$ cat src/verilog/tsq_decode_map.vh
// Constants for the trigger sequencer argument decoder
// Behaviour
// - Edge-wait argument 0000 picks special event trigger
// - Edge-wait argument 0001 picks time base sync
// - Remaining edge-wait arguments map to listed events
// - Wait commands stall until selected edge arrives
// - Interrupt arguments 0000-0011 raise interrupts 0-3
// - Reserved arguments complete as no-operation steps
// - Trigger index is opcode bit0 with argument
// - Outputs 0-3 sync compare units 1-4
// - Outputs 4-7 clock compare units 1-4
// - Outputs 8-11 sync capture units 1-4
// - Outputs 12-15 are converter sample triggers
// - Outputs 16-17 are PWM time base sources
// - Outputs 18-19 feed comparator blanking masks
// - Outputs 30-31 feed pin remap selection
`ifndef TSQ_DECODE_MAP_VH
`define TSQ_DECODE_MAP_VH
`define TSQ_OP_WAIT_RISE 4'h4
`define TSQ_OP_WAIT_FALL 4'h5
`define TSQ_OP_IRQ 4'h7
`define TSQ_OP_TRIG_HI 3'h4
`define TSQ_ARG_SPECIAL_EVT 4'h0
`define TSQ_ARG_TB_SYNC 4'h1
`define TSQ_ARG_PWM1 4'h2
`define TSQ_ARG_PWM2 4'h3
`define TSQ_ARG_PWM3 4'h4
`define TSQ_ARG_RSV5 4'h5
`define TSQ_ARG_RSV6 4'h6
`define TSQ_ARG_CMP_UNIT1 4'h7
`define TSQ_ARG_CMP_UNIT2 4'h8
`define TSQ_ARG_CAP_UNIT1 4'h9
`define TSQ_ARG_ACMP1 4'hA
`define TSQ_ARG_ACMP2 4'hB
`define TSQ_ARG_ACMP3 4'hC
`define TSQ_ARG_ACMP4 4'hD
`define TSQ_ARG_ADC_DONE 4'hE
`define TSQ_ARG_EXT_EXT_INTERRUPT_PIN_2 4'hF
`define TSQ_IRQ_LAST 4'h3
`define TSQ_TRIG_RSV_LO 5'h14
`define TSQ_TRIG_RSV_HI 5'h1D
`define TSQ_SYNC_RESET 3'h0
`endif

$ cat src/verilog/tsq_edge_detect.v
// Pin synchroniser and edge detector for one sequencer event input
`timescale 1ns/10ps
`include "tsq_decode_map.vh"
module tsq_edge_detect (
    // Clock and reset
    input wire sys_clk_i,
    input wire arst_n_i,
    // Raw event input
    input wire evt_i,
    // Edge pulses of the synchronised input
    output wire rise_o,
    output wire fall_o
);
    reg [2:0] sync_r;

    // Three stages; edges judged on stages two and three only
    always @(posedge sys_clk_i or negedge arst_n_i) begin
        if (!arst_n_i) begin
            sync_r <= `TSQ_SYNC_RESET;
        end else begin
            sync_r <= {sync_r[1:0], evt_i};
        end
    end

    assign rise_o = sync_r[1] & ~sync_r[2];
    assign fall_o = ~sync_r[1] & sync_r[2];
endmodule // tsq_edge_detect

$ cat src/verilog/tsq_option_decode.v
// Trigger sequencer argument decoder, edge waits and output fan-out
`timescale 1ns/10ps
`include "tsq_decode_map.vh"
module tsq_option_decode (
    // Clock and reset
    input wire sys_clk_i,
    input wire arst_n_i,
    // Step command from the queue
    input wire step_valid_i,
    input wire [3:0] step_opcode_i,
    input wire [3:0] step_arg_i,
    output wire step_done_o,
    // Peripheral event inputs
    input wire pwm_special_evt_i,
    input wire pwm_tb_sync_i,
    input wire [2:0] pwm_gen_irq_i,
    input wire [1:0] compare_unit_evt_i,
    input wire capture_unit_1_evt_i,
    input wire [3:0] analog_comparator_evt_i,
    input wire adc_done_i,
    input wire ext_interrupt_pin_2_i,
    // Sequencer interrupt pulses
    output wire [3:0] seq_irq_o,
    // Full trigger vector and named fan-out
    output wire [31:0] seq_trigger_out_o,
    output wire [3:0] compare_sync_o,
    output wire [3:0] compare_clk_o,
    output wire [3:0] capture_sync_o,
    output wire [3:0] adc_sample_trig_o,
    output wire [1:0] pwm_tb_src_o,
    output wire [1:0] cmp_blank_mask_o,
    output wire [1:0] pin_remap_select_o
);
    localparam ST_IDLE = 2'b01;
    localparam ST_WAIT = 2'b10;

    wire [15:0] evt_raw;
    wire [15:0] evt_rise;
    wire [15:0] evt_fall;
    reg [1:0] state_r;
    reg [1:0] state_nxt;
    reg [3:0] wait_arg_r;
    reg wait_fall_r;
    reg [31:0] trig_r;
    reg [31:0] trig_nxt;
    reg [3:0] irq_r;
    reg [3:0] irq_nxt;
    reg done_r;
    reg done_nxt;
    wire edge_hit;
    wire [4:0] trig_idx;
    wire [31:0] trig_sel;
    wire [3:0] irq_sel;
    wire [15:0] src_hit;

    // Event selection table by argument value, reserved slots tied low
    assign evt_raw[`TSQ_ARG_SPECIAL_EVT] = pwm_special_evt_i;
    assign evt_raw[`TSQ_ARG_TB_SYNC] = pwm_tb_sync_i;
    assign evt_raw[`TSQ_ARG_PWM1] = pwm_gen_irq_i[0];
    assign evt_raw[`TSQ_ARG_PWM2] = pwm_gen_irq_i[1];
    assign evt_raw[`TSQ_ARG_PWM3] = pwm_gen_irq_i[2];
    assign evt_raw[`TSQ_ARG_RSV5] = 1'b0;
    assign evt_raw[`TSQ_ARG_RSV6] = 1'b0;
    assign evt_raw[`TSQ_ARG_CMP_UNIT1] = compare_unit_evt_i[0];
    assign evt_raw[`TSQ_ARG_CMP_UNIT2] = compare_unit_evt_i[1];
    assign evt_raw[`TSQ_ARG_CAP_UNIT1] = capture_unit_1_evt_i;
    assign evt_raw[`TSQ_ARG_ACMP1] = analog_comparator_evt_i[0];
    assign evt_raw[`TSQ_ARG_ACMP2] = analog_comparator_evt_i[1];
    assign evt_raw[`TSQ_ARG_ACMP3] = analog_comparator_evt_i[2];
    assign evt_raw[`TSQ_ARG_ACMP4] = analog_comparator_evt_i[3];
    assign evt_raw[`TSQ_ARG_ADC_DONE] = adc_done_i;
    assign evt_raw[`TSQ_ARG_EXT_EXT_INTERRUPT_PIN_2] = ext_interrupt_pin_2_i;

    // One synchroniser and edge detector per event input
    genvar gi;
    generate
        for (gi = 0; gi < 16; gi = gi + 1) begin : g_evt
            tsq_edge_detect u_edge (
                .sys_clk_i(sys_clk_i),
                .arst_n_i(arst_n_i),
                .evt_i(evt_raw[gi]),
                .rise_o(evt_rise[gi]),
                .fall_o(evt_fall[gi])
            );
        end
    endgenerate

    // Command class decode from the opcode nibble
    wire cmd_wait_rise;
    wire cmd_wait_fall;
    wire cmd_wait;
    wire cmd_irq;
    wire cmd_trig;

    // Opcodes outside these classes belong to other blocks and get no done
    assign cmd_wait_rise = (step_opcode_i == `TSQ_OP_WAIT_RISE);
    assign cmd_wait_fall = (step_opcode_i == `TSQ_OP_WAIT_FALL);
    assign cmd_wait = cmd_wait_rise | cmd_wait_fall;
    assign cmd_irq = (step_opcode_i == `TSQ_OP_IRQ);
    assign cmd_trig = (step_opcode_i[3:1] == `TSQ_OP_TRIG_HI);

    // Reserved wait slots and the live interrupt range
    wire arg_wait_rsv;
    wire arg_irq_live;

    assign arg_wait_rsv = (step_arg_i == `TSQ_ARG_RSV5) || (step_arg_i == `TSQ_ARG_RSV6);
    assign arg_irq_live = (step_arg_i <= `TSQ_IRQ_LAST);

    // A step is taken only while idle; a waiting sequencer ignores the queue
    wire idle;
    wire take;

    assign idle = (state_r == ST_IDLE);
    assign take = idle & step_valid_i;

    // Trigger index is the low opcode bit above the argument
    assign trig_idx = {step_opcode_i[0], step_arg_i};

    // Per-output trigger decode; reserved indices are tied low and never fire
    generate
        for (gi = 0; gi < 32; gi = gi + 1) begin : g_trig
            if (gi >= `TSQ_TRIG_RSV_LO && gi <= `TSQ_TRIG_RSV_HI) begin : g_rsv
                assign trig_sel[gi] = 1'b0;
            end else begin : g_live
                assign trig_sel[gi] = take & cmd_trig & ({27'h0, trig_idx} == gi);
            end
        end
    endgenerate

    // Per-line interrupt decode for arguments inside the live range
    generate
        for (gi = 0; gi < 4; gi = gi + 1) begin : g_irq
            assign irq_sel[gi] = take & cmd_irq & arg_irq_live &
                ({30'h0, step_arg_i[1:0]} == gi);
        end
    endgenerate

    // Steps that finish at once: interrupt, trigger and reserved wait slots
    wire done_now;

    assign done_now = take & (cmd_irq | cmd_trig | (cmd_wait & arg_wait_rsv));

    // Per-source edge hit: only the captured source in the captured sense counts
    generate
        for (gi = 0; gi < 16; gi = gi + 1) begin : g_hit
            assign src_hit[gi] = ({28'h0, wait_arg_r} == gi) &&
                (wait_fall_r ? evt_fall[gi] : evt_rise[gi]);
        end
    endgenerate

    // Any hit ends the wait; edges seen before the wait was taken are lost
    assign edge_hit = |src_hit;

    // Wait state machine: enter on a live wait, leave on the selected edge
    always @* begin
        state_nxt = state_r;
        case (state_r)
            ST_IDLE: begin
                if (take && cmd_wait && !arg_wait_rsv) begin
                    state_nxt = ST_WAIT;
                end
            end
            ST_WAIT: begin
                if (edge_hit) begin
                    state_nxt = ST_IDLE;
                end
            end
            default: begin
                state_nxt = ST_IDLE;
            end
        endcase
    end

    // Next pulse values; every pulse is held for a single clock
    always @* begin
        trig_nxt = trig_sel;
        irq_nxt = irq_sel;
        done_nxt = done_now | ((state_r == ST_WAIT) & edge_hit);
    end

    // State register
    always @(posedge sys_clk_i or negedge arst_n_i) begin
        if (!arst_n_i) begin
            state_r <= ST_IDLE;
        end else begin
            state_r <= state_nxt;
        end
    end

    // Capture the watched source and edge sense when a wait is taken
    always @(posedge sys_clk_i or negedge arst_n_i) begin
        if (!arst_n_i) begin
            wait_arg_r <= 4'h0;
            wait_fall_r <= 1'b0;
        end else if (take && cmd_wait) begin
            wait_arg_r <= step_arg_i;
            wait_fall_r <= cmd_wait_fall;
        end
    end

    // Pulse registers for triggers, interrupts and completion
    always @(posedge sys_clk_i or negedge arst_n_i) begin
        if (!arst_n_i) begin
            trig_r <= 32'h0000_0000;
            irq_r <= 4'h0;
            done_r <= 1'b0;
        end else begin
            trig_r <= trig_nxt;
            irq_r <= irq_nxt;
            done_r <= done_nxt;
        end
    end

    // Named fan-out flops: each peripheral route gets its own driver,
    // loaded from the same next value so it stays in step with the vector
    reg [3:0] cmp_sync_r;
    reg [3:0] cmp_clk_r;
    reg [3:0] cap_sync_r;
    reg [3:0] adc_trig_r;
    reg [1:0] pwm_src_r;
    reg [1:0] blank_mask_r;
    reg [1:0] remap_sel_r;

    // Fan-out registers
    always @(posedge sys_clk_i or negedge arst_n_i) begin
        if (!arst_n_i) begin
            cmp_sync_r <= 4'h0;
            cmp_clk_r <= 4'h0;
            cap_sync_r <= 4'h0;
            adc_trig_r <= 4'h0;
            pwm_src_r <= 2'h0;
            blank_mask_r <= 2'h0;
            remap_sel_r <= 2'h0;
        end else begin
            cmp_sync_r <= trig_nxt[3:0];
            cmp_clk_r <= trig_nxt[7:4];
            cap_sync_r <= trig_nxt[11:8];
            adc_trig_r <= trig_nxt[15:12];
            pwm_src_r <= trig_nxt[17:16];
            blank_mask_r <= trig_nxt[19:18];
            remap_sel_r <= trig_nxt[31:30];
        end
    end

    // Completion, interrupts and the full trigger vector
    assign step_done_o = done_r;
    assign seq_irq_o = irq_r;
    assign seq_trigger_out_o = trig_r;

    // Named peripheral routes
    assign compare_sync_o = cmp_sync_r;
    assign compare_clk_o = cmp_clk_r;
    assign capture_sync_o = cap_sync_r;
    assign adc_sample_trig_o = adc_trig_r;
    assign pwm_tb_src_o = pwm_src_r;
    assign cmp_blank_mask_o = blank_mask_r;
    assign pin_remap_select_o = remap_sel_r;
endmodule // tsq_option_decode
$ cat config.mk
export PLATFORM = sky130hd
export DESIGN_NAME = tsq_option_decode
export DESIGN_NICKNAME = d
export VERILOG_FILES = /design/src/verilog/tsq_edge_detect.v /design/src/verilog/tsq_option_decode.v
export VERILOG_INCLUDE_DIRS = /design/src /design/src/verilog
export SDC_FILE = /design/constraint.sdc
export NUM_CORES = 1
export LEC_CHECK = 0
export BUFFER_PORTS_ARGS = -buffer_cell sky130_fd_sc_hd__buf_2
export CAP_MARGIN = 30
export CORE_MARGIN = 2
export CORE_UTILIZATION = 35
export DETAILED_ROUTE_END_ITERATION = 16
export GPL_TIMING_DRIVEN = 0
export SLEW_MARGIN = 20
export SYNTH_ARGS = -nofsm -noshare
export SYNTH_HDL_FRONTEND = slang
export SYNTH_HIERARCHICAL = 1
export SYNTH_SLANG_ARGS = --single-unit
$ cat constraint.sdc
create_clock -name sys_clk_i -period 1.95 [get_ports sys_clk_i]
set_clock_uncertainty 0.1 [all_clocks]
set_input_delay 0.0975 -clock sys_clk_i [delete_from_list [all_inputs] [get_ports sys_clk_i]]
set_output_delay 0.0975 -clock sys_clk_i [all_outputs]
set_load 0.02 [all_outputs]
==> flow_summary_export.csv <==
group,metric,value,unit
route,dr.pass1.iters,4,
synth,ys.flop_type,"dfrtp_1",
clock_tree,cts.sinks,82,
setup_path,start_kind,"flop",
timing,fmaxAchievable,494.8,MHz
synth,netlist.area_leader.share,63.08,%
route,vias,2112,
placed_design,port_buffers,73,
global_routing,antenna_found_initial,0,
placed_design,place_congestion,0.7399,
synth,avgSynthCellArea,12.75,um2
clock_tree,insertion_delay,0.35,ns
synth,syn_area,0.003213,mm2
layout,areaGrowthSynthToFinish,33.61,%
die,pin_count,84,
status,violations,"negative setup slack",
timing,relSlewSlack,47.94,%
die,die_area,0.009963,mm2
timing,fin_crit_sh,103.6,%
global_routing,gr-total-overflow,0,
layout,fin_cells,485,
timing,period_minus_slack,2.021,ns
clock_tree,clockBufferDepth,2,
synth,ys_warn_count,6,
power_and_ir_drop,leakage,2.184,nW
synth,ys_ff_latch,82,
layout,n_antenna_cell,0,
route,avgRoutedWirePerCell,11.77,um
route,route.detailed.drc,0,
die,initial_core_util,36.49,%
die,core,0.008806,mm2
route,wirelength,5709,um
power_and_ir_drop,p_total,0.003870,W
clock_tree,clkSlewWorstSetupHoldPaths,0.08,ns
clock_tree,cts_tree,"yes",
setup_path,crit_chain,"buf_6 > mux4_1 > a32o_1 > a211oi_4 > o32ai_1",
timing,hold_violations,0,
setup_path,cp_slowest_stage_delay,0.54,ns
die,die_x,99.82,um
global_routing,grt_use_total,12.36,%
route,drt_iter0_drc,94,
run,max_cap_viol_count,0,
timing,setup_violations,3,
global_routing,grt_pass1_wl,9480,um
setup_path,critPathCaptureType,"flop",
route,antenna_left,0,
timing,rsz0062_at_grt,"true",
die,die_h,99.82,um
timing,tightest_slew,0.7749,ns
synth,ys_seq_area_share,63.90,%
synth,synth.area.top_cells,"dfrtp_1 (63%), buf_4 (7.5%), and2b_2 (4.4%)",
timing,worst_slack,-0.07117,ns
clock_tree,htree_levels,3,
power_and_ir_drop,peakVddDrop,531.8,uV
clock_tree,cts-root-buf,"clkbuf_8",
placed_design,dp.cells,445,
placed_design,dpl.hpwl,3918,um
global_routing,first_global_vias,2060,
status,status,"complete, but fails checks",
synth,synthArstFlopShare,100.0,%
power_and_ir_drop,p_per_area,901.4,mW/mm2
die,fp-row-count,34,
synth,synth_cells,252,
setup_path,critPathKind,"reg -> reg",
setup_path,worst-path-max-fanout,5,
layout,drive_above_1_share,41.38,%
global_routing,grt_max_degree,55,
setup_path,worstPathArrival,2.15,ns
setup_path,required,2.08,ns
synth,yosysTopAreaCell,"dfrtp_1",
clock_tree,cts_buffers,9,
route,vias_per_cell,4.355,
layout,n_fill_cell,788,
layout,nets,397,
timing,maxSlewViolCount,0,
synth,synth_cell_types,33,
synth,synth_edf_count,0,
hold_path,hold_path_class,"in -> reg",
setup_path,critPathSlowestCell,"mux4_1",
[through the flow]
step	utilization [%]	area (um2)	hold slack (ns)	setup WS (ns)	TNS, ns
6_report	48.75	4293	0.04637	-0.07117	-0.1467
4_1_cts	48.66	4285	0.02708	-0.03651	-0.05659
5_1_grt	48.75	4293	0.07688	-0.1649	-0.4369
3_5_place_dp	42.98	3785	-0.04212	-0.1249	-0.3295
2_1_floorplan	-	3254	-0.2981	0.08442	0
3_3_place_gp	42.64	3755	0.1047	-0.1191	-0.3027
[where the power goes]
group	switching, W	internal (W)	leakage (nW)
Combinational	0.000224	0.000237	1.03
Clock	0.000597	0.000987	0.131
Sequential	0.0000514	0.00177	1.02
Total	0.000872	0.00300	2.18
[layout make-up]
cell class | count | area (um2) | share of cell area [%]
clock inverters | 6 | 137.6 | 3.206
inverters | 3 | 11.26 | 0.2623
flip-flops and latches | 82 | 2053 | 47.83
clock buffers | 10 | 127.6 | 2.973
well taps | 108 | 135.1 | 3.148
plain buffers | 36 | 265.3 | 6.179
multi-input cells | 142 | 939.7 | 21.89
repair buffers | 98 | 623.1 | 14.51
[what timing repair did]
| action | in CTS | in global routing |
|---|---|---|
| pin swaps | 2 | 0 |
| gates resized for setup | 6 | 1 |
| hold buffers | 20 | 0 |
| buffers inserted | 3 | 0 |
| gates cloned | 1 | 0 |
| endpoints found under the hold margin | 105 | 0 |
| setup endpoints to repair | 3 | 3 |
[layer usage]
layer,share of wire [%],wire length (um),GRT usage [%],vias up
met5,0,0,0,-
met4,1.2,66,4.426,0
met2,50,2836,20.74,83
met1,42,2387,14.54,991
met3,7.3,418,4.735,8
li1,-,-,-,1030
[synthesized netlist by cell type, types with 2 or more instances]
cell	number
dfrtp_1	81
buf_4	32
nand2_1	23
nor2_1	22
nor2b_1	21
and2b_2	16
nor3_1	10
nand2b_1	5
mux4_1	4
inv_1	3
mux2i_1	3
nand3_1	3
o21ai_0	3
or3_1	3
a32oi_1	2
buf_2	2
mux4_2	2
o22ai_1	2
[flip-flops by register name, indices dropped and copies added, names as in the netlist]
signal,flops
cmp_blank_mask_o,1
seq_trigger_out_o,9
wait_arg_r,4
capture_sync_o,3
compare_sync_o,3
pwm_tb_src_o,1
pin_remap_select_o,1
g_evt.u_edge/sync_r,48
wait_fall_r,1
compare_clk_o,1
state_r,2
adc_sample_trig_o,3
seq_irq_o,4
step_done_o,1
[cell usage in the layout (no fill, tap or decap), types with 4 or more instances in the layout]
master	instances
buf_2	75
buf_4	36
mux4_2	5
bufinv_16	4
nand2_1	23
nand2b_1	5
nor2_1	22
clkbuf_8	9
and2b_2	16
nor2b_1	21
conb_1	12
nor3_1	10
dlygate4sd3_1	20
dfrtp_1	81
[critical path: cells and delay by family (launching register included)]
kind	cells	cell delay, ns
AOI/OAI and AO/OA	3	0.70
muxes	1	0.54
DFF	1	0.41
buffers and inverters	1	0.15
[cell families after synthesis]
logic type             Yosys count  synth area share, %
buffers and inverters           39                8.606
flip-flops                      82                63.90
AO/OA/AOI/OAI                   15                3.661
multiplexers                    10                5.958
other                            1               0.1167
AND/OR/NAND/NOR                105                17.76
[worst paths after layout]
path | start | end | slack, ns | cells past startpoint
setup / recovery | wait_fall_r$_DFFE_PN0P_ | step_done_o$_DFF_PN0_ | -0.07 | 5
hold / removal | step_opcode_i[2] | step_done_o$_DFF_PN0_ | 0.05 | 3
setup reg to reg | wait_fall_r$_DFFE_PN0P_ | step_done_o$_DFF_PN0_ | -0.07 | 5
hold reg to reg | g_evt[7].u_edge/sync_r[0]$_DFF_PN0_ | g_evt[7].u_edge/sync_r[1]$_DFF_PN0_ | 0.25 | 0
max in group asynchronous | arst_n_i | state_r[0]$_DFFE_PN1P_ | 1.02 | 3
min in group asynchronous | arst_n_i | g_evt[0].u_edge/sync_r[0]$_DFF_PN0_ | 0.10 | 2
(Power assumes the default switching activity.)
